File: src/hdl/cag_defs.svh
`ifndef CAG_DEFS_SVH
`define CAG_DEFS_SVH

// Call table placement and entry index field
`define CAG_TBL_BASE    16'h0040
`define CAG_TBL_END     16'h007F
`define CAG_TIDX_LSB    1
`define CAG_TIDX_MSB    5

// Fixed upper bits of short direct and SFR addresses, and the short direct SFR split
`define CAG_SHORT_TOP   7'h7F
`define CAG_SFR_TOP     8'hFF
`define CAG_SHORT_SFR   8'h20

// Register pair holding the accumulator and the base
`define CAG_PAIR_ACC    2'h0
`define CAG_PAIR_BASE   2'h3

// Reset values
`define CAG_RST_WORD    16'h0000
`define CAG_RST_BYTE    8'h00

`endif

File: src/hdl/cag_pkg.sv
`default_nettype none
`include "cag_defs.svh"

package cag_pkg;

    typedef enum logic [3:0] {
        CAG_M_DIRECT  = 4'h0,
        CAG_M_SHORT   = 4'h1,
        CAG_M_SFR     = 4'h2,
        CAG_M_REG_IND = 4'h3,
        CAG_M_BASED   = 4'h4,
        CAG_M_STACK   = 4'h5,
        CAG_M_TCALL   = 4'h6,
        CAG_M_REG_BR  = 4'h7,
        CAG_M_REL_BR  = 4'h8,
        CAG_M_IMM_BR  = 4'h9,
        CAG_M_REG     = 4'hA
    } cag_mode_t;

    typedef enum logic [2:0] {
        CAG_ST_IDLE = 3'h1,
        CAG_ST_LO   = 3'h2,
        CAG_ST_HI   = 3'h4
    } cag_state_t;

    typedef struct packed {
        cag_mode_t   mode;
        logic [15:0] imm16;
        logic [7:0]  imm8;
        logic [1:0]  pair_sel;
        logic [2:0]  byte_sel;
        logic [15:0] next_pc;
    } cag_req_t;

    typedef struct packed {
        logic        byte_wr;
        logic [2:0]  idx;
        logic [7:0]  data;
        logic        sp_wr;
        logic [15:0] sp;
    } cag_rwr_t;

    // Immediates at 00H..1FH land on the SFR half, the rest on the RAM half
    // bit eight select
    function automatic logic [15:0] short_ea(input logic [7:0] imm);
        short_ea = {`CAG_SHORT_TOP, (imm < `CAG_SHORT_SFR), imm};
    endfunction

    function automatic logic [15:0] tbl_entry(input logic [7:0] imm);
        tbl_entry = `CAG_TBL_BASE + {10'h000, imm[`CAG_TIDX_MSB:`CAG_TIDX_LSB], 1'b0};
    endfunction

endpackage

`default_nettype wire

File: src/hdl/cag_regfile.sv
`timescale 1ns/1ns
`default_nettype none
`include "cag_defs.svh"

module cag_regfile (
    input  wire logic              i_core_clk, // Core clock
    input  wire logic              i_rst_n,    // Sync reset, active low
    input  wire cag_pkg::cag_rwr_t i_wr,       // Byte register and stack writes
    input  wire logic [1:0]        i_pair_sel, // Pair for indirect use
    input  wire logic [2:0]        i_byte_sel, // Byte register select
    output logic [15:0]            o_pair,     // Selected pair
    output logic [15:0]            o_acc,      // Accumulator pair
    output logic [15:0]            o_base,     // Base pair
    output logic [15:0]            o_sp,       // Stack pointer
    output logic [7:0]             o_byte      // Selected byte register
);

    logic [7:0]  regs [8];
    logic [15:0] stack_pointer_reg;

    // Pair n is built from byte registers 2n+1 (high) and 2n (low)
    function automatic logic [15:0] pair_of(input logic [1:0] sel);
        pair_of = {regs[{sel, 1'b1}], regs[{sel, 1'b0}]};
    endfunction

    assign o_pair = pair_of(i_pair_sel);
    assign o_acc  = pair_of(`CAG_PAIR_ACC);
    assign o_base = pair_of(`CAG_PAIR_BASE);
    assign o_sp   = stack_pointer_reg;
    assign o_byte = regs[i_byte_sel];

    always_ff @(posedge i_core_clk) begin
        if (!i_rst_n) begin
            for (int k = 0; k < 8; k++) begin
                regs[k] <= `CAG_RST_BYTE;
            end
        end else if (i_wr.byte_wr) begin
            regs[i_wr.idx] <= i_wr.data;
        end
    end

    always_ff @(posedge i_core_clk) begin
        if (!i_rst_n) begin
            stack_pointer_reg <= `CAG_RST_WORD;
        end else if (i_wr.sp_wr) begin
            stack_pointer_reg <= i_wr.sp;
        end
    end

endmodule

`default_nettype wire

File: src/hdl/cag_ea_calc.sv
`timescale 1ns/1ns
`default_nettype none
`include "cag_defs.svh"

module cag_ea_calc (
    input  wire cag_pkg::cag_req_t i_req,    // Decoded request
    input  wire logic [15:0]       i_pair,   // Selected pair
    input  wire logic [15:0]       i_acc,    // Accumulator pair
    input  wire logic [15:0]       i_base,   // Base pair
    input  wire logic [15:0]       i_sp,     // Stack pointer
    output logic [15:0]            o_ea,     // Operand address
    output logic [15:0]            o_target  // Branch target
);

    wire [15:0] disp_ext = {{8{i_req.imm8[7]}}, i_req.imm8};
    wire [15:0] based    = i_base + {8'h00, i_req.imm8};
    wire [15:0] rel      = i_req.next_pc + disp_ext;

    always_comb begin
        o_ea = i_req.imm16;
        case (i_req.mode)
            cag_pkg::CAG_M_SHORT:   o_ea = cag_pkg::short_ea(i_req.imm8);
            cag_pkg::CAG_M_SFR:     o_ea = {`CAG_SFR_TOP, i_req.imm8};
            cag_pkg::CAG_M_REG_IND: o_ea = i_pair;
            cag_pkg::CAG_M_BASED:   o_ea = based;
            cag_pkg::CAG_M_STACK:   o_ea = i_sp;
            default:                o_ea = i_req.imm16;
        endcase
    end

    always_comb begin
        o_target = i_req.imm16;
        case (i_req.mode)
            cag_pkg::CAG_M_REG_BR: o_target = i_acc;
            cag_pkg::CAG_M_REL_BR: o_target = rel;
            default:               o_target = i_req.imm16;
        endcase
    end

endmodule

`default_nettype wire

File: src/hdl/cag_addr_gen.sv
// Overview of operation
// - Table call uses immediate bits 1..5 to pick a table entry for PC.
// - Call table lives at 40H..7FH; target may be anywhere in memory.
// - Branch via register loads accumulator pair into the program counter.
// - Direct mode uses the 16-bit immediate unchanged as operand address.
// - Short direct reaches 256-byte window FE20H..FF1FH with 8-bit immediate.
// - Short direct clears bit 8 for 20H..FFH, sets it for 00H..1FH.
// - SFR mode reaches FF00H..FFFFH through an 8-bit immediate.
// - A 3-bit code selects one of eight byte registers.
// - Bytes 0..7 and pairs 0..3 name the same storage as functions.
// - Register indirect uses selected pair contents as the address.
// - Based mode zero-extends displacement and adds base pair.
// - Based sum wraps modulo 65536; carry is dropped silently.
// - Stack operations address memory through the stack pointer.
// - Relative branch adds signed 8-bit displacement to next instruction.
// - Immediate call and branch load the 16-bit immediate into PC.
`timescale 1ns/1ns
`default_nettype none
`include "cag_defs.svh"

module cag_addr_gen (
    input  wire logic              i_core_clk,  // Core clock, 100 MHz
    input  wire logic              i_rst_n,     // Sync reset, active low
    input  wire logic              i_req_valid, // Request strobe
    input  wire cag_pkg::cag_req_t i_req,       // Mode and operand fields
    input  wire cag_pkg::cag_rwr_t i_reg_wr,    // Register file writes
    input  wire logic              i_mem_ack,   // Table byte returned
    input  wire logic [7:0]        i_mem_rdata, // Table byte
    output logic                   o_busy,      // Table fetch in flight
    output logic                   o_ea_valid,  // Operand address pulse
    output logic [15:0]            o_ea,        // Operand address
    output logic                   o_pc_load,   // Branch pulse
    output logic [15:0]            o_pc,        // Program counter value
    output logic                   o_mem_rd,    // Table read request
    output logic [15:0]            o_mem_addr,  // Table read address
    output logic                   o_reg_valid, // Byte register read pulse
    output logic [7:0]             o_reg_rdata  // Byte register data
);

    cag_pkg::cag_state_t state;
    cag_pkg::cag_state_t next_state;
    logic [7:0]          tbl_lo;

    wire [15:0] rf_pair;
    wire [15:0] rf_acc;
    wire [15:0] rf_base;
    wire [15:0] rf_sp;
    wire [7:0]  rf_byte;
    wire [15:0] calc_ea;
    wire [15:0] calc_target;

    cag_regfile u_regfile (
        .i_core_clk (i_core_clk),
        .i_rst_n    (i_rst_n),
        .i_wr       (i_reg_wr),
        .i_pair_sel (i_req.pair_sel),
        .i_byte_sel (i_req.byte_sel),
        .o_pair     (rf_pair),
        .o_acc      (rf_acc),
        .o_base     (rf_base),
        .o_sp       (rf_sp),
        .o_byte     (rf_byte)
    );

    cag_ea_calc u_ea_calc (
        .i_req    (i_req),
        .i_pair   (rf_pair),
        .i_acc    (rf_acc),
        .i_base   (rf_base),
        .i_sp     (rf_sp),
        .o_ea     (calc_ea),
        .o_target (calc_target)
    );

    // Requests are only taken while no table fetch is pending
    wire idle     = (state == cag_pkg::CAG_ST_IDLE);
    wire in_lo    = (state == cag_pkg::CAG_ST_LO);
    wire in_hi    = (state == cag_pkg::CAG_ST_HI);
    wire accept   = i_req_valid && idle;
    // Unknown mode codes fall into no group and raise no answer
    wire mode_ea  = (i_req.mode == cag_pkg::CAG_M_DIRECT)
                 || (i_req.mode == cag_pkg::CAG_M_SHORT)
                 || (i_req.mode == cag_pkg::CAG_M_SFR)
                 || (i_req.mode == cag_pkg::CAG_M_REG_IND)
                 || (i_req.mode == cag_pkg::CAG_M_BASED)
                 || (i_req.mode == cag_pkg::CAG_M_STACK);
    wire mode_br  = (i_req.mode == cag_pkg::CAG_M_REG_BR)
                 || (i_req.mode == cag_pkg::CAG_M_REL_BR)
                 || (i_req.mode == cag_pkg::CAG_M_IMM_BR);
    wire mode_tc  = (i_req.mode == cag_pkg::CAG_M_TCALL);
    wire mode_reg = (i_req.mode == cag_pkg::CAG_M_REG);
    // Table bytes arrive in order: low byte first, then high byte
    wire lo_done  = in_lo && i_mem_ack;
    wire hi_done  = in_hi && i_mem_ack;

    always_comb begin
        next_state = state;
        case (state)
            cag_pkg::CAG_ST_IDLE: begin
                if (accept && mode_tc) begin
                    next_state = cag_pkg::CAG_ST_LO;
                end
            end
            cag_pkg::CAG_ST_LO: begin
                if (i_mem_ack) begin
                    next_state = cag_pkg::CAG_ST_HI;
                end
            end
            cag_pkg::CAG_ST_HI: begin
                if (i_mem_ack) begin
                    next_state = cag_pkg::CAG_ST_IDLE;
                end
            end
            default: next_state = cag_pkg::CAG_ST_IDLE;
        endcase
    end

    // Busy comes from next_state so it rises together with the table read
    always_ff @(posedge i_core_clk) begin
        if (!i_rst_n) begin
            state  <= cag_pkg::CAG_ST_IDLE;
            o_busy <= 1'b0;
        end else begin
            state  <= next_state;
            o_busy <= (next_state != cag_pkg::CAG_ST_IDLE);
        end
    end

    always_ff @(posedge i_core_clk) begin
        if (!i_rst_n) begin
            o_ea_valid <= 1'b0;
            o_ea       <= `CAG_RST_WORD;
        end else begin
            o_ea_valid <= accept && mode_ea;
            if (accept && mode_ea) begin
                o_ea <= calc_ea;
            end
        end
    end

    always_ff @(posedge i_core_clk) begin
        if (!i_rst_n) begin
            o_reg_valid <= 1'b0;
            o_reg_rdata <= `CAG_RST_BYTE;
        end else begin
            o_reg_valid <= accept && mode_reg;
            if (accept && mode_reg) begin
                o_reg_rdata <= rf_byte;
            end
        end
    end

    always_ff @(posedge i_core_clk) begin
        if (!i_rst_n) begin
            o_mem_rd   <= 1'b0;
            o_mem_addr <= `CAG_RST_WORD;
            tbl_lo     <= `CAG_RST_BYTE;
        end else if (accept && mode_tc) begin
            o_mem_rd   <= 1'b1;
            o_mem_addr <= cag_pkg::tbl_entry(i_req.imm8);
        end else if (lo_done) begin
            tbl_lo     <= i_mem_rdata;
            o_mem_addr <= o_mem_addr + 16'h0001;
        end else if (hi_done) begin
            o_mem_rd   <= 1'b0;
        end
    end

    // A table result and a new branch never meet: requests wait while busy
    // program counter load
    always_ff @(posedge i_core_clk) begin
        if (!i_rst_n) begin
            o_pc_load <= 1'b0;
            o_pc      <= `CAG_RST_WORD;
        end else begin
            o_pc_load <= (accept && mode_br) || hi_done;
            if (hi_done) begin
                o_pc <= {i_mem_rdata, tbl_lo};
            end else if (accept && mode_br) begin
                o_pc <= calc_target;
            end
        end
    end
endmodule

`default_nettype wire

File: config.mk
export PLATFORM = sky130hd
export DESIGN_NAME = cag_addr_gen
export DESIGN_NICKNAME = d
export VERILOG_FILES = /design/src/hdl/cag_pkg.sv /design/src/hdl/cag_regfile.sv /design/src/hdl/cag_ea_calc.sv /design/src/hdl/cag_addr_gen.sv
export VERILOG_INCLUDE_DIRS = /design/src /design/src/hdl
export SDC_FILE = /design/constraint.sdc
export NUM_CORES = 1
export LEC_CHECK = 0
export ABC_CLOCK_PERIOD_IN_PS = 2910
export BUFFER_PORTS_ARGS = -buffer_cell sky130_fd_sc_hd__buf_4
export CAP_MARGIN = 30
export CORE_ASPECT_RATIO = 0.7
export CORE_MARGIN = 2
export CORE_UTILIZATION = 40
export CTS_CLUSTER_SIZE = 8
export DETAILED_ROUTE_END_ITERATION = 16
export PLACE_DENSITY = 0.64
export SLEW_MARGIN = 20
export SYNTH_ARGS = -nofsm -noshare
export SYNTH_HDL_FRONTEND = slang
export SYNTH_HIERARCHICAL = 1
export SYNTH_SLANG_ARGS = --single-unit
File: constraint.sdc
create_clock -name i_core_clk -period 2.91 [get_ports i_core_clk]
set_input_delay 0.291 -clock i_core_clk [delete_from_list [all_inputs] [get_ports i_core_clk]]
set_output_delay 0.291 -clock i_core_clk [all_outputs]
set_load 0.05 [all_outputs]
==> impl_metrics.csv, run 1 <==
group,metric,value,unit
status,status,"complete, no violations",
clock_network,clk_path_buf_depth,2,
timing,finalMaxSlewViolations,0,
timing,worst_pin_slew,0.744,ns
critical_path,reg2reg_slack,0.20,ns
timing,fin_crit_sh,93.0,%
layout,instances_no_fill,1406,
layout,seq_area,3680,um2
min_path,hold_depth,3,
timing,worst_slack,0.202,ns
critical_path,cp_cell_sequence,"ha_1 > fa_1 > a21o_1 > a21oi_2 > o21bai_1 > a2111o_1 > and2_4 > a211o_1 > nand2_1 > a21oi_1",
power_and_ir_drop,power_leakage,4.38,nW
die,dieArea,24500,um2
critical_path,critPathMaxFanout,6,
power_and_ir_drop,pwr-share-comb,19.5,%
timing,max_slew_margin,50.0,%
synth,synth.area.top_cells,"edfxtp_1, dfxtp_1, mux2i_1, mux4_1, mux4_2",
layout,syn2layout_area_growth,21.6,%
synth,synth_largest_area_cell,"edfxtp_1",
critical_path,critPathTopFamily,"compound AO/OA/AOI/OAI gates",
global_route,grt_pass1_vias,7631,
power_and_ir_drop,power_density,504,nW/um2
min_path,whs_endpoint,"u_regfile/o_sp[6]",
layout,final_core_util,49.8,%
critical_path,cp_slowest_cell,"a2111o_1",
timing,rsz0062_at_grt,"no",
synth,ys_seq_elements,152,
timing,hold_slack,0.113,ns
global_route,grt_pass1_wl,47900,um
synth,seq_area_frac_synth,39.6,%
detailed_routing,first_pass_iters,6,
synth,synth_nets,1066,
place,place.gp.congestion,0.950,
clock_network,cts_tree,"built",
global_route,grt_usage,26.5,%
die,core,22700,um2
run,max-cap-violations,0,
detailed_routing,drt_wl_total,32200,um
critical_path,crit_path_max_incr_delay,0.45,ns
synth,synth_cell_types,83,
power_and_ir_drop,internal_power,3.97,mW
critical_path,setup.worst_path.class,"flip-flop to flip-flop",
place,pre_cts_ws,0.176,ns
die,die_y,132,um
synth,netlist_area,9300,um2
synth,syn_avg_cell_area,9.79,um2
detailed_routing,vias_per_cell,5.96,
global_route,grt_max_degree,51,
detailed_routing,wl_per_cell,22.9,um
timing,fin_skew,0.0105,ns
place,numPortBuffers,150,
critical_path,critPathBufInv,0,
die,rows,46,
power_and_ir_drop,clkPwrFrac,38.2,%
min_path,min_path_type,"input port to flip-flop",
power_and_ir_drop,pwr-share-seq,42.3,%
die,start_util,40.9,%
detailed_routing,drt_iter0_markers,1061,
clock_network,clock_latency,0.44,ns
timing,fin_tns_setup,0,ns
critical_path,rr_worst_depth,10,
critical_path,critPathRequiredTime,3.23,ns
synth,synth_ff_type,"dfxtp_1",
timing,fmax,369,MHz
timing,min_period,2.71,ns
place,dpl.cell_count,1374,
synth,synth-edff-count,64,
clock_network,post_cts_buffers,0,
min_path,min_from,"i_reg_wr[6]",
clock_network,cts_hold_buffers,0,
clock_network,clock_sinks,152,
detailed_routing,num_vias,8373,
clock_network,cts_max_level,4,
global_route,antenna_found_initial,0,
synth,yosysMostFrequentCell,"dfxtp_1",
layout,multiInputGateArea,5190,um2
die,die_w,186,um
layout,num-fill-cells,2118,
synth,synthCells,950,
synth,ys_top_cells_by_count,"dfxtp_1, nand2_1, edfxtp_1, nor3_1, a21oi_1",
synth,synthArstFlopShare,0,%
synth,yosys.area.top_type_share,20.7,%
layout,nNetsFinal,1197,
detailed_routing,final_antenna_net_count,0,
global_route,overflow,0,
layout,diodes,0,
critical_path,r2r-end,"o_ea[12]",
die,io_pins,151,
clock_network,clk_pin_slew_worst_paths,0.07,ns
critical_path,end_kind,"flip-flop",
clock_network,clockRootBuffer,"clkbuf_16",
critical_path,cp-start-kind,"flip-flop",
critical_path,r2r-start,"u_regfile/regs[6][0]",
timing,hold_viol,0,
power_and_ir_drop,switching_share,30.3,%
synth,yosys_warnings,6,
power_and_ir_drop,p_sw,1.73,mW
critical_path,critPathArrivalTime,3.03,ns
detailed_routing,drc_errors,0,
layout,layout-drive-gt1-share,24.2,%
place,place_hpwl,24200,um
clock_network,cts_buffers,17,
power_and_ir_drop,ir_drop,0.415,mV
timing,finalSetupViolations,0,
==> power by group through the flow <==
stage	logic, mW	registers, mW	clock network [mW]
after floorplan	0.613	2.50	0
after global placement	1.08	2.45	0
after detailed placement	1.09	2.45	0
after CTS	1.09	2.41	2.22
after global routing	1.19	2.42	2.31
final	1.11	2.41	2.18
==> worst max path at each step <==
stage	startpoint	to	slack [ns]	depth (start not counted)
after CTS	u_regfile/regs[6][0]	o_ea[12]	0.18	10
after global routing	u_regfile/regs[6][0]	o_ea[8]	0.03	10
after detailed placement	i_req[21]	o_pc[12]	0.18	13
after global placement	i_req[21]	o_pc[12]	0.20	13
final	u_regfile/regs[6][0]	o_ea[12]	0.20	10
after floorplan	u_regfile/regs[6][0]	o_ea[12]	0.42	10
==> placed cells by master (no fill, tap or decap), types with 20 or more instances in the layout <==
cell	n
nand3_1	20
mux2i_1	40
nor2b_1	23
dfxtp_1	88
nand2_1	86
ha_1	24
buf_4	184
edfxtp_1	64
inv_1	25
nor4_1	24
nor3_1	61
o21ai_0	50
nor2_1	51
a21oi_1	60
==> layer usage <==
layer	up-vias	GRT usage [%]	routed length [um]
li1	3881	-	-
met1	4023	39.5	14600
met2	429	35.4	13100
met3	40	10.0	3890
met4	0	7.13	590
met5	-	0	0
==> registers in the layout, summed over array words and instances (netlist names) <==
register and flops:
u_regfile/o_sp 16, o_reg_valid 1, o_mem_rd 1, o_busy 1
o_ea_valid 1, o_reg_rdata 8, u_regfile/regs 64, o_pc 16
state 3, tbl_lo 8, o_ea 16, o_mem_addr 16
o_pc_load 1
==> cell type report <==
cell class,count,area share [%]
well taps,312,3.45
repair buffers,184,12.2
clock buffers,17,3.76
inverters,26,0.863
multi-input cells,700,45.9
flip-flops and latches,152,32.6
clock inverters,15,1.28
==> worst min-delay path: cells and delay by family <==
kind	cells	cell delay [ns]
multiplexers	1	0.05
AND/OR/NAND/NOR	1	0.09
buffers and inverters	1	0.08
==> kinds of logic (layout without fill, tap and decap cells) <==
| logic type | after synthesis | after routing | share of synthesized area (%) |
|---|---|---|---|
| XOR/XNOR | 24 | 24 | 2.26 |
| AND/OR/NAND/NOR | 335 | 335 | 19.0 |
| multiplexers | 85 | 85 | 14.2 |
| buffers and inverters | 98 | 242 | 4.61 |
| adder cells (fa/ha/maj) | 28 | 28 | 3.87 |
| AO/OA/AOI/OAI | 228 | 228 | 16.4 |
| flip-flops | 152 | 152 | 39.6 |
==> what timing repair did <==
action                                  4_1_cts  5_1_grt
hold endpoints to repair                      0        0
gates resized for setup                       0        0
endpoints found under the setup margin        0        1
==> through the flow <==
step / total power, mW / area, um2
after floorplan: 3.11 / 9300
after global placement: 3.53 / 10700
after detailed placement: 3.54 / 10700
after CTS: 5.71 / 11300
after global routing: 5.92 / 11300
final: 5.70 / 11300
Power figures use the tool's default switching activity.
==> inputs of run 2 (changes only) <==
- ABC_AREA: unset -> 1
==> run 2 against run 1 <==
Effect of this change:
- critical path type unchanged
- critical endpoint is now o_ea[15]
- critical path depth is 2 higher
- worst setup slack better by 0.61 ns
- first-iteration DRC count fell by 2.2%
- core utilization decreased by 0.80 points
- via count up 20%
==> impl_metrics.csv, run 2 <==
group,metric,value,unit
status,status,"complete, no violations",
synth,synth.area.top_cells,"edfxtp_1, dfxtp_1, nand2_1, nor2_1, inv_1",
critical_path,reg2reg_slack,0.81,ns
detailed_routing,final_antenna_net_count,0,
layout,largest_reg_flops,64,
die,die_w,191,um
critical_path,crit_path_max_incr_delay,0.46,ns
layout,seq_area,3680,um2
power_and_ir_drop,clkPwrFrac,39.4,%
place,numPortBuffers,150,
timing,min_period,2.10,ns
timing,worst_pin_slew,0.747,ns
synth,ys_seq_elements,152,
place,placedInstanceArea,11100,um2
clock_network,cts_hold_buffers,0,
global_route,grt_usage,26.2,%
die,die_y,135,um
layout,num-fill-cells,2456,
critical_path,critPathArrivalTime,2.46,ns
detailed_routing,drc_errors,0,
critical_path,end_kind,"flip-flop",
place,place_hpwl,26200,um
timing,fin_crit_sh,72.2,%
critical_path,cp-start-kind,"flip-flop",
timing,max_slew_margin,50.2,%
critical_path,cp_cell_sequence,"ha_1 > nand2_1 > inv_1 > a21oi_1 > nand2_1 > nand2_1 > nand2_1 > nand2_1 > nand3_1 > a21oi_1 > o21ai_0 > nor2_1",
power_and_ir_drop,pwr-share-comb,19.3,%
clock_network,clk_pin_slew_worst_paths,0.06,ns
clock_network,post_cts_buffers,0,
global_route,overflow,0,
die,dieArea,25800,um2
critical_path,cp_slowest_cell,"edfxtp_1",
power_and_ir_drop,switching_share,30.7,%
clock_network,clock_sinks,152,
clock_network,cts_tree,"built",
timing,hold_slack,0.0918,ns
timing,fin_skew,0.0123,ns
timing,fin_tns_setup,0,ns
power_and_ir_drop,internal_power,4.06,mW
power_and_ir_drop,ir_drop,0.421,mV
synth,synthCells,1452,
detailed_routing,num_vias,10017,
synth,yosysMostFrequentCell,"nand2_1",
synth,yosys.area.top_type_share,19.6,%
clock_network,clock_latency,0.44,ns
critical_path,critPathMaxFanout,5,
place,place.gp.congestion,0.956,
min_path,min_path_type,"input port to flip-flop",
critical_path,path_common_cell,"nand2_1",
critical_path,setup.worst_path.class,"flip-flop to flip-flop",
power_and_ir_drop,p_sw,1.80,mW
global_route,grt_max_degree,65,
synth,netlist_area,9800,um2
power_and_ir_drop,power_leakage,5.79,nW
clock_network,clockRootBuffer,"clkbuf_16",
synth,synth_ff_type,"dfxtp_1",
power_and_ir_drop,power_density,501,nW/um2
synth,synth_nets,1568,
layout,layout-drive-gt1-share,15.3,%
layout,syn2layout_area_growth,19.3,%
synth,seq_area_frac_synth,37.6,%
timing,finalMaxSlewViolations,0,
synth,ys_top_cells_by_count,"nand2_1, nor2_1, inv_1, nand3_1, dfxtp_1",
layout,design_area,11700,um2
timing,fmax,476,MHz
layout,nNetsFinal,1693,
clock_network,post_cts_resized,0,
layout,layout_common_cells,"nand2_1, nor2_1, buf_4",
die,start_util,41.0,%
global_route,grt_pass1_wl,50600,um
critical_path,critPathRequiredTime,3.27,ns
power_and_ir_drop,pwr-share-seq,41.3,%
detailed_routing,drt_wl_total,34000,um
critical_path,critPathBufInv,1,
die,rows,47,
global_route,antenna_found_initial,0,
detailed_routing,wl_per_cell,17.8,um
layout,multiInputGateArea,5200,um2
global_route,grt_pass1_vias,8681,
synth,synth_largest_area_cell,"edfxtp_1",
synth,yosys_warnings,6,
die,io_pins,151,
timing,hold_viol,0,
run,max-cap-violations,0,
synth,synth_cell_types,48,
clock_network,cts_buffers,17,
layout,layout_commonest_cell,"nand2_1",
clock_network,clk_path_buf_depth,2,
layout,regMostFlops,"u_regfile/regs",
critical_path,critPathTopFamily,"simple AND/OR/NAND/NOR gates",
detailed_routing,drt_iter0_markers,1038,
synth,synthArstFlopShare,0,%
timing,rsz0062_at_grt,"no",
detailed_routing,vias_per_cell,5.25,
timing,finalSetupViolations,0,
synth,syn_avg_cell_area,6.75,um2
detailed_routing,first_pass_iters,7,
synth,synth-edff-count,64,
die,core,23900,um2
clock_network,cts_max_level,4,
layout,diodes,0,
-- run 2: cell types whose count changed in the layout (fill, tap and decap cells not counted), sizes merged, moves of 32 or more --
cell | before | now
nand3 | 21 | 114
mux2i | 40 | 0
nor2 | 52 | 271
inv | 30 | 176
nand2 | 86 | 432
nor3 | 61 | 9
o21ai | 52 | 90
mux4 | 32 | 0
-- run 2: cell type report --
type	instances	area share, %
multi-input combinational	1083	44.5
sequential	152	31.5
timing repair buffer	153	9.83
inverter	170	5.50
clock buffer	19	4.07
tap	318	3.40
clock inverter	13	1.18
-- run 2: per-layer routing --
layer / global-route usage [%] / wire length [um]
met5: 0 / 0
met2: 35.1 / 13200
met3: 5.17 / 3290
met1: 42.0 / 17000
met4: 6.50 / 569
-- run 2: power groups by stage --
stage          Combinational, mW  Clock [mW]  Sequential [mW]
2_1_floorplan              0.629           0             2.52
3_3_place_gp                1.10           0             2.46
3_5_place_dp                1.10           0             2.46
4_1_cts                     1.11        2.33             2.41
5_1_grt                     1.24        2.42             2.43
6_report                    1.13        2.31             2.42
-- run 2: logic make-up (layout without fill, tap and decap cells) --
family          Yosys count  count (layout)  synth area share (%)
flops                   152             152                  37.6
xor+xnor                  3               3                 0.268
simple gates            852             852                  37.8
buf+inv                 217             355                  9.31
fa+ha+maj                26              26                  3.47
compound gates          202             202                  11.6
-- run 2: per-stage QoR --
stage | std cells | setup WS (ns) | power [mW] | utilization (%)
after floorplan | 1452 | 1.02 | 3.15 | -
after global placement | 1876 | 0.701 | 3.56 | 46.4
after detailed placement | 1876 | 0.698 | 3.56 | 46.4
after CTS | 1908 | 0.828 | 5.86 | 49.0
after global routing | 1908 | 0.605 | 6.09 | 49.0
final | 1908 | 0.809 | 5.86 | 49.0
-- run 2: worst reg2reg max path: cells and delay by family, from the launching register on --
| family | cells | cell delay, ns |
|---|---|---|
| buffers and inverters | 1 | 0.06 |
| adders and majority gates | 1 | 0.37 |
| and+or+nand+nor | 7 | 0.69 |
| DFF | 1 | 0.46 |
| AOI/OAI and AO/OA | 3 | 0.45 |
-- run 2: path summary, 6_finish.rpt --
check	start	to	cells after the start
worst max-delay path	u_regfile/regs[6][5]	o_ea[15]	12
worst min-delay path	i_reg_wr[9]	u_regfile/o_sp[9]	3
worst max register to register	u_regfile/regs[6][5]	o_ea[15]	12
worst min register to register	o_reg_rdata[3]	o_reg_rdata[3]	2
